### src/fbf_pkg.sv
package fbf_pkg;
// What this block does
// - exponent above +1777 octal, below -1777 octal, or bad divisor raises a fault
// - fault flags are read by the sense access, which clears them
// - fault flags can drive the interrupt request
// - exponent bias is 2000 octal when zero or above, 1777 octal when negative
// - a minus zero exponent takes the 2000 octal bias
// - a negative value is the one's complement of the whole word
// - decode subtracts 2000 octal if biased exponent is at least that, else 1777
// - a 24-bit word is four 6-bit characters, digit low, zone high
// - sign is negative only for zone bits 1 then 0
// - digits 0 to 9 are plain binary 0000 to 1001
// - digit codes 1010 to 1111 raise the decimal fault
// - nonzero zone outside the least significant character faults, operation continues
// - one sign per field, taken from the least significant character
// - most significant character sits at the earlier storage position
// - decimal accumulator is 53 bits: twelve digits, overflow digit, sign bit, no zones
// - 4-bit field length sets characters processed; 1 to 12 legal
// - on load, add and subtract a digit above nine is used as zero
// - setting field length above twelve raises the decimal fault
// - decimal fault stays set until sensed; the sense clears it

    // register byte offsets
    localparam logic [7:0] OFF_SENSE  = 8'h00;
    localparam logic [7:0] OFF_IRQ_EN = 8'h04;
    localparam logic [7:0] OFF_FLEN   = 8'h08;
    localparam logic [7:0] OFF_WORD   = 8'h0c;
    localparam logic [7:0] OFF_CMD    = 8'h10;
    localparam logic [7:0] OFF_ACC_LO = 8'h14;
    localparam logic [7:0] OFF_ACC_HI = 8'h18;

    // fault bits in sense and enable registers
    localparam int NF       = 4;
    localparam int FB_OVF   = 0;
    localparam int FB_UNF   = 1;
    localparam int FB_DIV   = 2;
    localparam int FB_BCD   = 3;
    localparam int SB_BUSY  = 8;

    // floating format
    localparam int EXP_W    = 11;
    localparam int COEF_W   = 36;
    localparam int WORD_W   = 48;
    localparam logic [EXP_W-1:0] BIAS_POS = 11'h400;
    localparam logic [EXP_W-1:0] BIAS_NEG = 11'h3ff;
    localparam logic signed [12:0] EXP_LIMIT = 13'sh03ff;

    // decimal format
    localparam int CHAR_W   = 6;
    localparam int CHARS    = 4;
    localparam int SWORD_W  = 24;
    localparam int DIGIT_W  = 4;
    localparam int ACC_W    = 53;
    localparam int ACC_SIGN = 52;
    localparam int LO_W     = 32;
    localparam logic [DIGIT_W-1:0] DIGIT_MAX = 4'h9;
    localparam logic [1:0]         ZONE_NEG  = 2'h2;
    localparam logic [3:0]         FLEN_MAX  = 4'hc;

    // command register fields
    localparam int CMD_OP   = 0;
    localparam int CMD_POS  = 2;
    localparam int CMD_NEW  = 4;

    typedef enum logic [1:0] {
        OP_NONE = 2'b00,
        OP_LOAD = 2'b01,
        OP_ADD  = 2'b10,
        OP_SUB  = 2'b11
    } op_e;

    typedef enum logic {
        ST_IDLE = 1'b0,
        ST_RUN  = 1'b1
    } state_e;
endpackage

### src/fbf_core.sv
`timescale 1ns/1ns
module fbf_core
    import fbf_pkg::*;
(
    // clock and reset
    input  wire logic                   clk,
    input  wire logic                   rstn,
    // apb slave
    input  wire logic                   psel,
    input  wire logic                   penable,
    input  wire logic                   pwrite,
    input  wire logic [7:0]             paddr,
    input  wire logic [31:0]            pwdata,
    output logic      [31:0]            prdata,
    output logic                        pready,
    output logic                        pslverr,
    // floating fault checks from the arithmetic unit
    input  wire logic                   fp_chk_valid,
    input  wire logic signed [12:0]     fp_true_exp,
    input  wire logic                   fp_div_chk,
    input  wire logic                   div_zero,
    input  wire logic                   div_too_small,
    input  wire logic                   div_not_fp,
    // floating encoder
    input  wire logic                   enc_valid,
    input  wire logic                   enc_coef_neg,
    input  wire logic                   enc_exp_neg,
    input  wire logic [EXP_W-1:0]       enc_exp_mag,
    input  wire logic [COEF_W-1:0]      enc_coef,
    output logic      [WORD_W-1:0]      enc_word_r,
    // floating decoder
    input  wire logic                   dec_valid,
    input  wire logic [WORD_W-1:0]      dec_word,
    output logic                        dec_neg_r,
    output logic signed [11:0]          dec_true_exp_r,
    output logic      [COEF_W-1:0]      dec_coef_r,
    // checked digits for decimal add and subtract
    output logic                        dig_valid_r,
    output logic      [1:0]             dig_op_r,
    output logic      [3:0]             dig_idx_r,
    output logic      [DIGIT_W-1:0]     dig_val_r,
    output logic                        dig_sign_neg_r,
    // interrupt request
    output logic                        fault_irq
);

    state_e             st_r;
    state_e             st_nxt;
    op_e                op_r;
    logic [1:0]         pos_r;
    logic [3:0]         k_r;
    logic [3:0]         flen_r;
    logic [SWORD_W-1:0] word_r;
    logic [ACC_W-1:0]   acc_r;
    logic [ACC_W-1:0]   acc_nxt;
    logic [NF-1:0]      fault_r;
    logic [NF-1:0]      irq_en_r;
    logic [31:0]        prdata_r;
    logic [31:0]        rd_mux;

    function automatic logic [WORD_W-1:0] fp_encode(input logic neg, input logic eneg,
                                                    input logic [EXP_W-1:0] mag,
                                                    input logic [COEF_W-1:0] coef);
        logic [EXP_W-1:0]  biased;
        logic [WORD_W-1:0] w;
        // minus zero is biased as plus zero
        biased = (eneg && mag != '0) ? BIAS_NEG - mag : BIAS_POS + mag;
        w = {1'b0, biased, coef};
        fp_encode = neg ? ~w : w;
    endfunction

    function automatic logic [DIGIT_W-1:0] legal_digit(input logic [CHAR_W-1:0] ch);
        legal_digit = (ch[DIGIT_W-1:0] > DIGIT_MAX) ? '0 : ch[DIGIT_W-1:0];
    endfunction

    // apb decode
    wire acc_ph   = psel && penable;
    wire setup_ph = psel && !penable;
    wire hit      = paddr == OFF_SENSE || paddr == OFF_IRQ_EN || paddr == OFF_FLEN ||
                    paddr == OFF_WORD || paddr == OFF_CMD || paddr == OFF_ACC_LO ||
                    paddr == OFF_ACC_HI;
    wire wr       = acc_ph && pwrite && hit;
    wire sense_rd = acc_ph && !pwrite && paddr == OFF_SENSE;
    wire busy     = st_r == ST_RUN;
    wire flen_wr  = wr && paddr == OFF_FLEN;
    wire cmd_wr   = wr && paddr == OFF_CMD && !busy;
    wire word_wr  = wr && paddr == OFF_WORD && !busy;
    wire acc_lo_wr = wr && paddr == OFF_ACC_LO;
    wire acc_hi_wr = wr && paddr == OFF_ACC_HI;
    wire op_e     cmd_op = op_e'(pwdata[CMD_OP +: 2]);
    wire cmd_new  = pwdata[CMD_NEW];

    // character stepping: position 0 holds the most significant character
    wire [1:0]        slot     = 2'(CHARS - 1) - pos_r;
    wire [CHAR_W-1:0] cur_char = word_r[slot * CHAR_W +: CHAR_W];
    // lengths above twelve only use the lower twelve characters
    wire [3:0]        eff_len  = (flen_r > FLEN_MAX) ? FLEN_MAX : flen_r;
    wire              in_field = k_r < eff_len;
    wire              step     = busy && in_field;
    wire              is_lsc   = k_r == '0;
    wire              dig_bad  = cur_char[DIGIT_W-1:0] > DIGIT_MAX;
    wire              zone_bad = !is_lsc && cur_char[CHAR_W-1:DIGIT_W] != '0;
    wire              sign_neg = cur_char[CHAR_W-1:DIGIT_W] == ZONE_NEG;
    wire [DIGIT_W-1:0] digit   = legal_digit(cur_char);
    wire              last     = pos_r == '0 || k_r + 4'h1 >= eff_len;

    // fault events
    wire exp_ovf = fp_chk_valid && fp_true_exp > EXP_LIMIT;
    wire exp_unf = fp_chk_valid && fp_true_exp < -EXP_LIMIT;
    wire div_bad = fp_div_chk && (div_zero || div_too_small || div_not_fp);
    wire flen_bad = flen_wr && pwdata[3:0] > FLEN_MAX;
    wire bcd_bad = (step && (dig_bad || zone_bad)) || flen_bad;
    wire [NF-1:0] fault_evt = {bcd_bad, div_bad, exp_unf, exp_ovf};
    // a new event in the sensing cycle survives the clear; bits raised after the read
    // data was latched were never shown, so the sense leaves them set
    wire [NF-1:0] fault_nxt = (sense_rd ? fault_r & ~prdata_r[NF-1:0] : fault_r)
                              | fault_evt;

    // floating decode
    wire [WORD_W-1:0] dec_pos   = dec_word[WORD_W-1] ? ~dec_word : dec_word;
    wire [EXP_W-1:0]  dec_be    = dec_pos[WORD_W-2:COEF_W];
    wire [11:0]       dec_te    = (dec_be >= BIAS_POS) ? {1'b0, dec_be} - {1'b0, BIAS_POS}
                                                       : {1'b0, dec_be} - {1'b0, BIAS_NEG};

    assign rd_mux = (paddr == OFF_SENSE)  ? 32'({busy, 4'h0, fault_r}) :
                    (paddr == OFF_IRQ_EN) ? 32'(irq_en_r) :
                    (paddr == OFF_FLEN)   ? 32'(flen_r) :
                    (paddr == OFF_WORD)   ? 32'(word_r) :
                    (paddr == OFF_CMD)    ? 32'({pos_r, op_r}) :
                    (paddr == OFF_ACC_LO) ? acc_r[LO_W-1:0] :
                    (paddr == OFF_ACC_HI) ? 32'(acc_r[ACC_W-1:LO_W]) : 32'h0;

    assign prdata    = prdata_r;
    assign pready    = 1'b1;
    assign pslverr   = acc_ph && !hit;
    assign fault_irq = |(fault_r & irq_en_r);
    assign st_nxt    = cmd_wr && cmd_op != OP_NONE ? ST_RUN :
                       (busy && (last || !in_field)) ? ST_IDLE : st_r;

    always_comb begin
        acc_nxt = acc_r;
        if (acc_lo_wr) begin
            acc_nxt[LO_W-1:0] = pwdata;
        end
        if (acc_hi_wr) begin
            acc_nxt[ACC_W-1:LO_W] = pwdata[ACC_W-LO_W-1:0];
        end
        // zones never enter the accumulator; the overflow digit stays zero on load
        if (cmd_wr && cmd_new && cmd_op == OP_LOAD) begin
            acc_nxt = '0;
        end
        if (step && op_r == OP_LOAD) begin
            acc_nxt[k_r * DIGIT_W +: DIGIT_W] = digit;
            if (is_lsc) begin
                acc_nxt[ACC_SIGN] = sign_neg;
            end
        end
    end

    always_ff @(posedge clk or negedge rstn) begin
        if (!rstn) begin
            fault_r  <= '0;
            irq_en_r <= '0;
            flen_r   <= '0;
            acc_r    <= '0;
            prdata_r <= '0;
        end else begin
            fault_r  <= fault_nxt;
            acc_r    <= acc_nxt;
            if (setup_ph) begin
                prdata_r <= rd_mux;
            end
            if (wr && paddr == OFF_IRQ_EN) begin
                irq_en_r <= pwdata[NF-1:0];
            end
            if (flen_wr) begin
                flen_r <= pwdata[3:0];
            end
        end
    end

    always_ff @(posedge clk or negedge rstn) begin
        if (!rstn) begin
            st_r   <= ST_IDLE;
            op_r   <= OP_NONE;
            pos_r  <= '0;
            k_r    <= '0;
            word_r <= '0;
        end else begin
            st_r <= st_nxt;
            if (word_wr) begin
                word_r <= pwdata[SWORD_W-1:0];
            end
            if (cmd_wr) begin
                op_r  <= cmd_op;
                pos_r <= pwdata[CMD_POS +: 2];
                k_r   <= cmd_new ? '0 : k_r;
            end else if (step) begin
                pos_r <= pos_r - 2'h1;
                k_r   <= k_r + 4'h1;
            end
        end
    end

    always_ff @(posedge clk or negedge rstn) begin
        if (!rstn) begin
            dig_valid_r    <= 1'b0;
            dig_op_r       <= '0;
            dig_idx_r      <= '0;
            dig_val_r      <= '0;
            dig_sign_neg_r <= 1'b0;
        end else begin
            dig_valid_r <= step && (op_r == OP_ADD || op_r == OP_SUB);
            if (step) begin
                dig_op_r  <= op_r;
                dig_idx_r <= k_r;
                dig_val_r <= digit;
                if (is_lsc) begin
                    dig_sign_neg_r <= sign_neg;
                end
            end
        end
    end

    always_ff @(posedge clk or negedge rstn) begin
        if (!rstn) begin
            enc_word_r     <= '0;
            dec_neg_r      <= 1'b0;
            dec_true_exp_r <= '0;
            dec_coef_r     <= '0;
        end else begin
            if (enc_valid) begin
                enc_word_r <= fp_encode(enc_coef_neg, enc_exp_neg, enc_exp_mag, enc_coef);
            end
            if (dec_valid) begin
                dec_neg_r      <= dec_word[WORD_W-1];
                dec_true_exp_r <= dec_te;
                dec_coef_r     <= dec_pos[COEF_W-1:0];
            end
        end
    end
endmodule

### config.mk
export PLATFORM = sky130hd
export DESIGN_NAME = fbf_core
export DESIGN_NICKNAME = d
export VERILOG_FILES = /design/src/fbf_pkg.sv /design/src/fbf_core.sv
export SDC_FILE = /design/constraint.sdc
export NUM_CORES = 1
export LEC_CHECK = 0
export BUFFER_PORTS_ARGS = -buffer_cell sky130_fd_sc_hd__buf_2
export CORE_MARGIN = 2
export CORE_UTILIZATION = 54
export DETAILED_ROUTE_END_ITERATION = 8
export PLACE_DENSITY = 0.81
export SYNTH_ARGS = -nofsm -noshare
export SYNTH_HDL_FRONTEND = slang
export SYNTH_SLANG_ARGS = --single-unit
### constraint.sdc
create_clock -name clk -period 2.95 [get_ports clk]
set_input_delay 0.59 -clock clk [delete_from_list [all_inputs] [get_ports clk]]
set_output_delay 0.59 -clock clk [all_outputs]
set_load 0.01 [all_outputs]
# Word level (Yosys, flattened, before mapping)

Index checks and enable logic that the tools add are counted.

Register bits: 239
Output and inout bits: 144
Word-level logic and storage cells: 143

Add/sub/neg operators: 8
$mul: 1
$lt $le $gt $ge: 8
Eq/ne operators: 12
Shift operators: 3
Mux-type cells: 27
Bitwise gates (word level): 6
Reduce and logical (&&, ||, !) cells: 59

Operators with widths:

| operator                                                     | count |
|---|---|
| 2-to-1 mux 32 bit                                            | 7 |
| 2-to-1 mux 53 bit                                            | 2 |
| bitwise mux 53 bit                                           | 1 |
| variable shift 4 x 34 -> 53 bit, first input constant        | 1 |
| variable part select 4 x 34 -> 53 bit                        | 1 |
| 2-to-1 mux 48 bit                                            | 1 |
| NOT 47 -> 48 bit                                             | 1 |
| 2-to-1 mux 47 bit                                            | 1 |
| NOT 47 bit                                                   | 1 |
| 2-to-1 mux 21 bit                                            | 2 |
| negator 6 -> 34 bit                                          | 1 |
| logical AND 1 bit                                            | 29 |
| equality test 8 x 5 -> 1 bit, second input constant          | 3 |
| 2-to-1 mux 4 bit                                             | 6 |
| variable part select 24 x 6 -> 6 bit                         | 1 |
| equality test 8 x 4 -> 1 bit, second input constant          | 2 |
| > comparator 13 x 11 -> 1 bit, second input constant         | 1 |
| logical OR 1 bit                                             | 13 |
| less-than comparator 13 x 11 -> 1 bit, second input constant | 1 |
| > comparator 4 bit, second input constant                    | 3 |
| 2-to-1 mux 12 bit                                            | 1 |
| subtractor 11 x 10 -> 12 bit, second input constant          | 1 |
| subtractor 11 x 11 -> 12 bit, second input constant          | 1 |
| adder 11 bit, first input constant                           | 1 |
| other kinds (26)                                             | 42 |

# Depth between registers and ports, before layout

Depth in word-level cells: 16
Depth in mapped cells: 10
Depth with buffers taken out: 8

# Worst setup path before layout

No wires, ideal clock.

Path kind: register to register
From: register flen_r[2]
To: register acc_r[35]
Data arrival time: 2.541 ns
Required time: 2.830 ns
Setup slack: 0.289 ns
Stages on the path, launching flop included: 10
Path buffers: 1
Clock period less this slack: 2.661 ns
Cell sequence: dfrtp_1 inv_1 o21ai_0 ha_1 nor2b_1 o31a_1 clkbuf_1 nor4_1 nor3_1 a31o_2

Longest elaborated chain between the ends: 6

Ends and longest elaborated chain:

| item                         | line            | source |
|---|---|---|
| start: declaration           | fbf_core.sv:52  | `logic [3:0] flen_r;` |
| start signal: assignment     | fbf_core.sv:177 | `flen_r <= pwdata[3:0];` |
| > comparator 4 bit           | fbf_core.sv:97  | `wire [3:0] eff_len = (flen_r > FLEN_MAX) ? FLEN_MAX : flen_r;` |
| 2-to-1 mux 4 bit *           | fbf_core.sv:97  |  |
| less-than comparator 4 bit * | fbf_core.sv:98  | `wire in_field = k_r < eff_len;` |
| logical AND 1 bit *          | fbf_core.sv:99  | `wire step = busy && in_field;` |
| logical AND 1 bit *          | fbf_core.sv:152 | `if (step && op_r == OP_LOAD) begin` |
| 2-to-1 mux 53 bit *          | fbf_core.sv:152 |  |
| via acc_nxt[35]              | fbf_core.sv:55  | `logic [ACC_W-1:0] acc_nxt;` |
| end signal: assignment       | fbf_core.sv:169 | `acc_r <= acc_nxt;` |
| end: declaration             | fbf_core.sv:54  | `logic [ACC_W-1:0] acc_r;` |

The timed path passes the listed nets; every way through them passes the cells marked *.
A chain may end at the register's enable or synchronous reset.

# Worst setup path in the final report

From: register flen_r[2]
To: register acc_r[20]

The elaborated chain is that of the path after synthesis.

==> flow_summary.yaml <==
logic_synthesis:
  synth_edf_count: 0
  avgSynthCellArea_um2: 10.4
  syn-num-nets: 1358
  yosys_warnings: 0
  dominantRegCellSynth: "dfrtp_1"
  seq_area_frac_synth: 0.486
  syn_inst: 1181
  synthesis.area_um2: 12300
  synth_cell_types: 66
  synth.ff_latch_count: 239
  async_reset_ff_frac: 1.00
route:
  viasPerCell: 5.88
  drc: 0
  routedWlPerCell_um: 19.4
  ant_nets: 0
  drt-initial-drc-count: 703
  drt_wl_total_um: 34600
  routed-via-count: 10470
  drt_first_pass_iters: 5
floorplanning:
  die-area_um2: 24000
  dieWidth_um: 155
  fp-row-count: 55
  die_h_um: 155
  start_util: 0.547
  num_io_pins: 306
  coreArea_um2: 22500
timing:
  fin_crit_sh: 0.949
  fmax_mhz: 357
  whs_ns: 0.00452
  fin_crit_ns: 2.80
  relSlewSlack: 0.331
  rsz0062_at_grt: "true"
  max_slew.worst_pin.slew_ns: 0.995
  finalSetupViolCount: 0
  finClkSkew_ns: 0.0114
  tns_ns: 0
  worst_slack_ns: 0.149
  hold_viol: 0
  drv_slew: 0
run_status:
  outcome: "finished clean"
clock_tree:
  clkSlewWorstSetupHoldPaths_ns: 0.06
  htreeDepth: 1
  cts_made_buffers: 26
  ctsHoldBuffers: 0
  root_buffer: "clkbuf_16"
  clock_latency_ns: 0.53
  cts_resized: 0
  cts_tree: "built"
  cts_sinks: 239
  cts.path.max_buffers: 3
grt:
  antenna_found_initial: 0
  first_global_vias: 10320
  grt_overflow: 0
  grt_usage: 0.281
  grt_pass1_wl_um: 54200
  grt_max_degree: 63
final_layout:
  drive_above_1_share: 0.327
  n_antenna_cell: 0
  layout_common_cells: "buf_2 (303), dfrtp_1 (239), nor2_1 (96), nand2_1 (88), a21oi_1 (88)"
  final_common_cell: "buf_2"
  post-route-util: 0.673
  syn_to_final_growth_pct: 23.0
  fillCellCount: 1664
  nets: 1652
critical_path:
  critPathKind: "register to register"
  slowest_delay_ns: 0.86
  crit_start: "flen_r[2]"
  crit_slowest_cell: "nor3_1"
  crit_arrival_ns: 3.25
  start_kind: "register"
  cp_cell_sequence: "inv_1 -> o21ai_0 -> ha_1 -> nor2b_1 -> o31a_1 -> nor3_1 -> mux2i_1"
  crit_required_ns: 3.40
  r2r-start: "flen_r[2]"
  cp-end-kind: "register"
  ff2ff_setup_slack_ns: 0.15
  cp_max_fo: 12
power:
  pwr_density_cell_nw_per_um2: 539
  peakVddDrop_v: 0.000394
  p_leak_nw: 7.20
hold_path:
  hp-class: "input port to async pin"
placed_design:
  place_congestion: 0.990
  pre_cts_slack_ns: 0.197
  dp_hpwl_um: 24900
  port_buffers: 304
job:
  drv_cap: 0
## sequential cells by signal, summed over array words and instances (netlist names)
| register | flops |
|---|---|
| dig_valid_r | 1 |
| enc_word_r | 48 |
| flen_r | 4 |
| k_r | 4 |
| dec_neg_r | 1 |
| fault_r | 4 |
| dec_coef_r | 36 |
| irq_en_r | 4 |
| dig_val_r | 4 |
| dec_true_exp_r | 12 |
| dig_sign_neg_r | 1 |
| dig_idx_r | 4 |
| busy | 1 |
| pos_r | 2 |
| dig_op_r | 2 |
| acc_r | 53 |
| op_r | 2 |
| word_r | 24 |
| prdata | 32 |
## report_power, final
part	internal, W	leakage, nW	switching (W)	total, W
clock network	0.00214	0.456	0.00134	0.00348
logic	0.000472	3.91	0.000619	0.00109
registers	0.00348	2.84	0.000110	0.00359
## cells in the mapped netlist, types with 3 or more instances
library cell	count	area [µm²]
o31ai_1	12	90.1
mux2_2	76	856
inv_1	20	75.1
nand3_1	25	125
a22o_1	25	219
o21ai_0	59	295
a31o_2	4	35.0
nand2_1	88	330
nor2b_1	10	62.6
mux2i_1	55	551
nand2b_1	15	93.8
ha_1	15	188
a22oi_1	19	143
nand4_1	6	37.5
or3b_2	3	26.3
nor2_1	96	360
clkbuf_1	53	199
nor4_1	6	37.5
and3_1	3	18.8
buf_2	10	50.1
or3_1	15	93.8
mux4_2	6	135
a21o_1	12	90.1
and2_1	6	37.5
xnor2_1	87	762
o211ai_1	11	82.6
buf_1	14	52.6
o32ai_1	3	26.3
o221ai_1	4	35.0
nor3_1	14	70.1
a31oi_1	6	37.5
and3b_1	3	26.3
a21oi_1	88	440
dfrtp_1	239	5980
nor3b_1	12	90.1
a211oi_1	4	30.0
xor2_1	13	114
o22ai_1	8	50.1
## worst max-delay path: cells and delay by family (launching register included)
kind | cells | cell delay [ns]
compound gates | 2 | 0.67
fa+ha+maj | 1 | 0.29
buf+inv | 1 | 0.09
flops | 1 | 0.39
mux | 1 | 0.27
simple gates | 2 | 1.00
## per-layer routing
layer,share of wire,track usage
met5,0,0
met4,0.040,0.118
met3,0.071,0.0443
met2,0.50,0.488
met1,0.39,0.351
## through the flow
| step | area, µm² | power (W) | cells |
|---|---|---|---|
| after detailed placement | 14200 | 0.00473 | 1732 |
| after CTS | 15100 | 0.00821 | 1780 |
| after global routing | 15100 | 0.00848 | 1780 |
| after global placement | 14200 | 0.00469 | 1732 |
| final | 15100 | 0.00816 | 1780 |
| after floorplan | 12300 | 0.00419 | 1181 |
## logic make-up (layout without fill, tap and decap cells)
logic type | after synthesis | in the layout | synth area share
muxes | 137 | 137 | 0.125
and+or+nand+nor | 318 | 318 | 0.128
xor gates and xnor gates | 101 | 101 | 0.0734
adders and majority gates | 15 | 15 | 0.0152
buffers and inverters | 98 | 412 | 0.0312
AOI/OAI and AO/OA | 272 | 272 | 0.141
other | 1 | 1 | 0.000305
DFF | 239 | 239 | 0.486
## final timing paths
| path | end | cells after the start |
|---|---|---|
| min reg2reg | dig_idx_r[2] | 2 |
| max in group asynchronous | acc_r[38] | 2 |
| min in group clk | fault_r[2] | 2 |
| max reg2reg | acc_r[20] | 7 |
| max | acc_r[20] | 7 |
| min | dig_op_r[0] | 1 |
## area by class of cell
type | count | area [µm²] | share of cell area
multi-input combinational | 844 | 5950 | 0.393
inverter | 20 | 75.1 | 0.00496
tap | 285 | 357 | 0.0235
timing repair buffer | 344 | 1860 | 0.123
sequential | 239 | 5980 | 0.395
clock inverter | 13 | 170 | 0.0112
clock buffer | 35 | 756 | 0.0499
## timing repair
item / in CTS / in global routing
endpoints found under the setup margin: 0 / 5
endpoints found under the hold margin: 0 / 0
buffers inserted: 0 / 0
(Power assumes the default switching activity.)
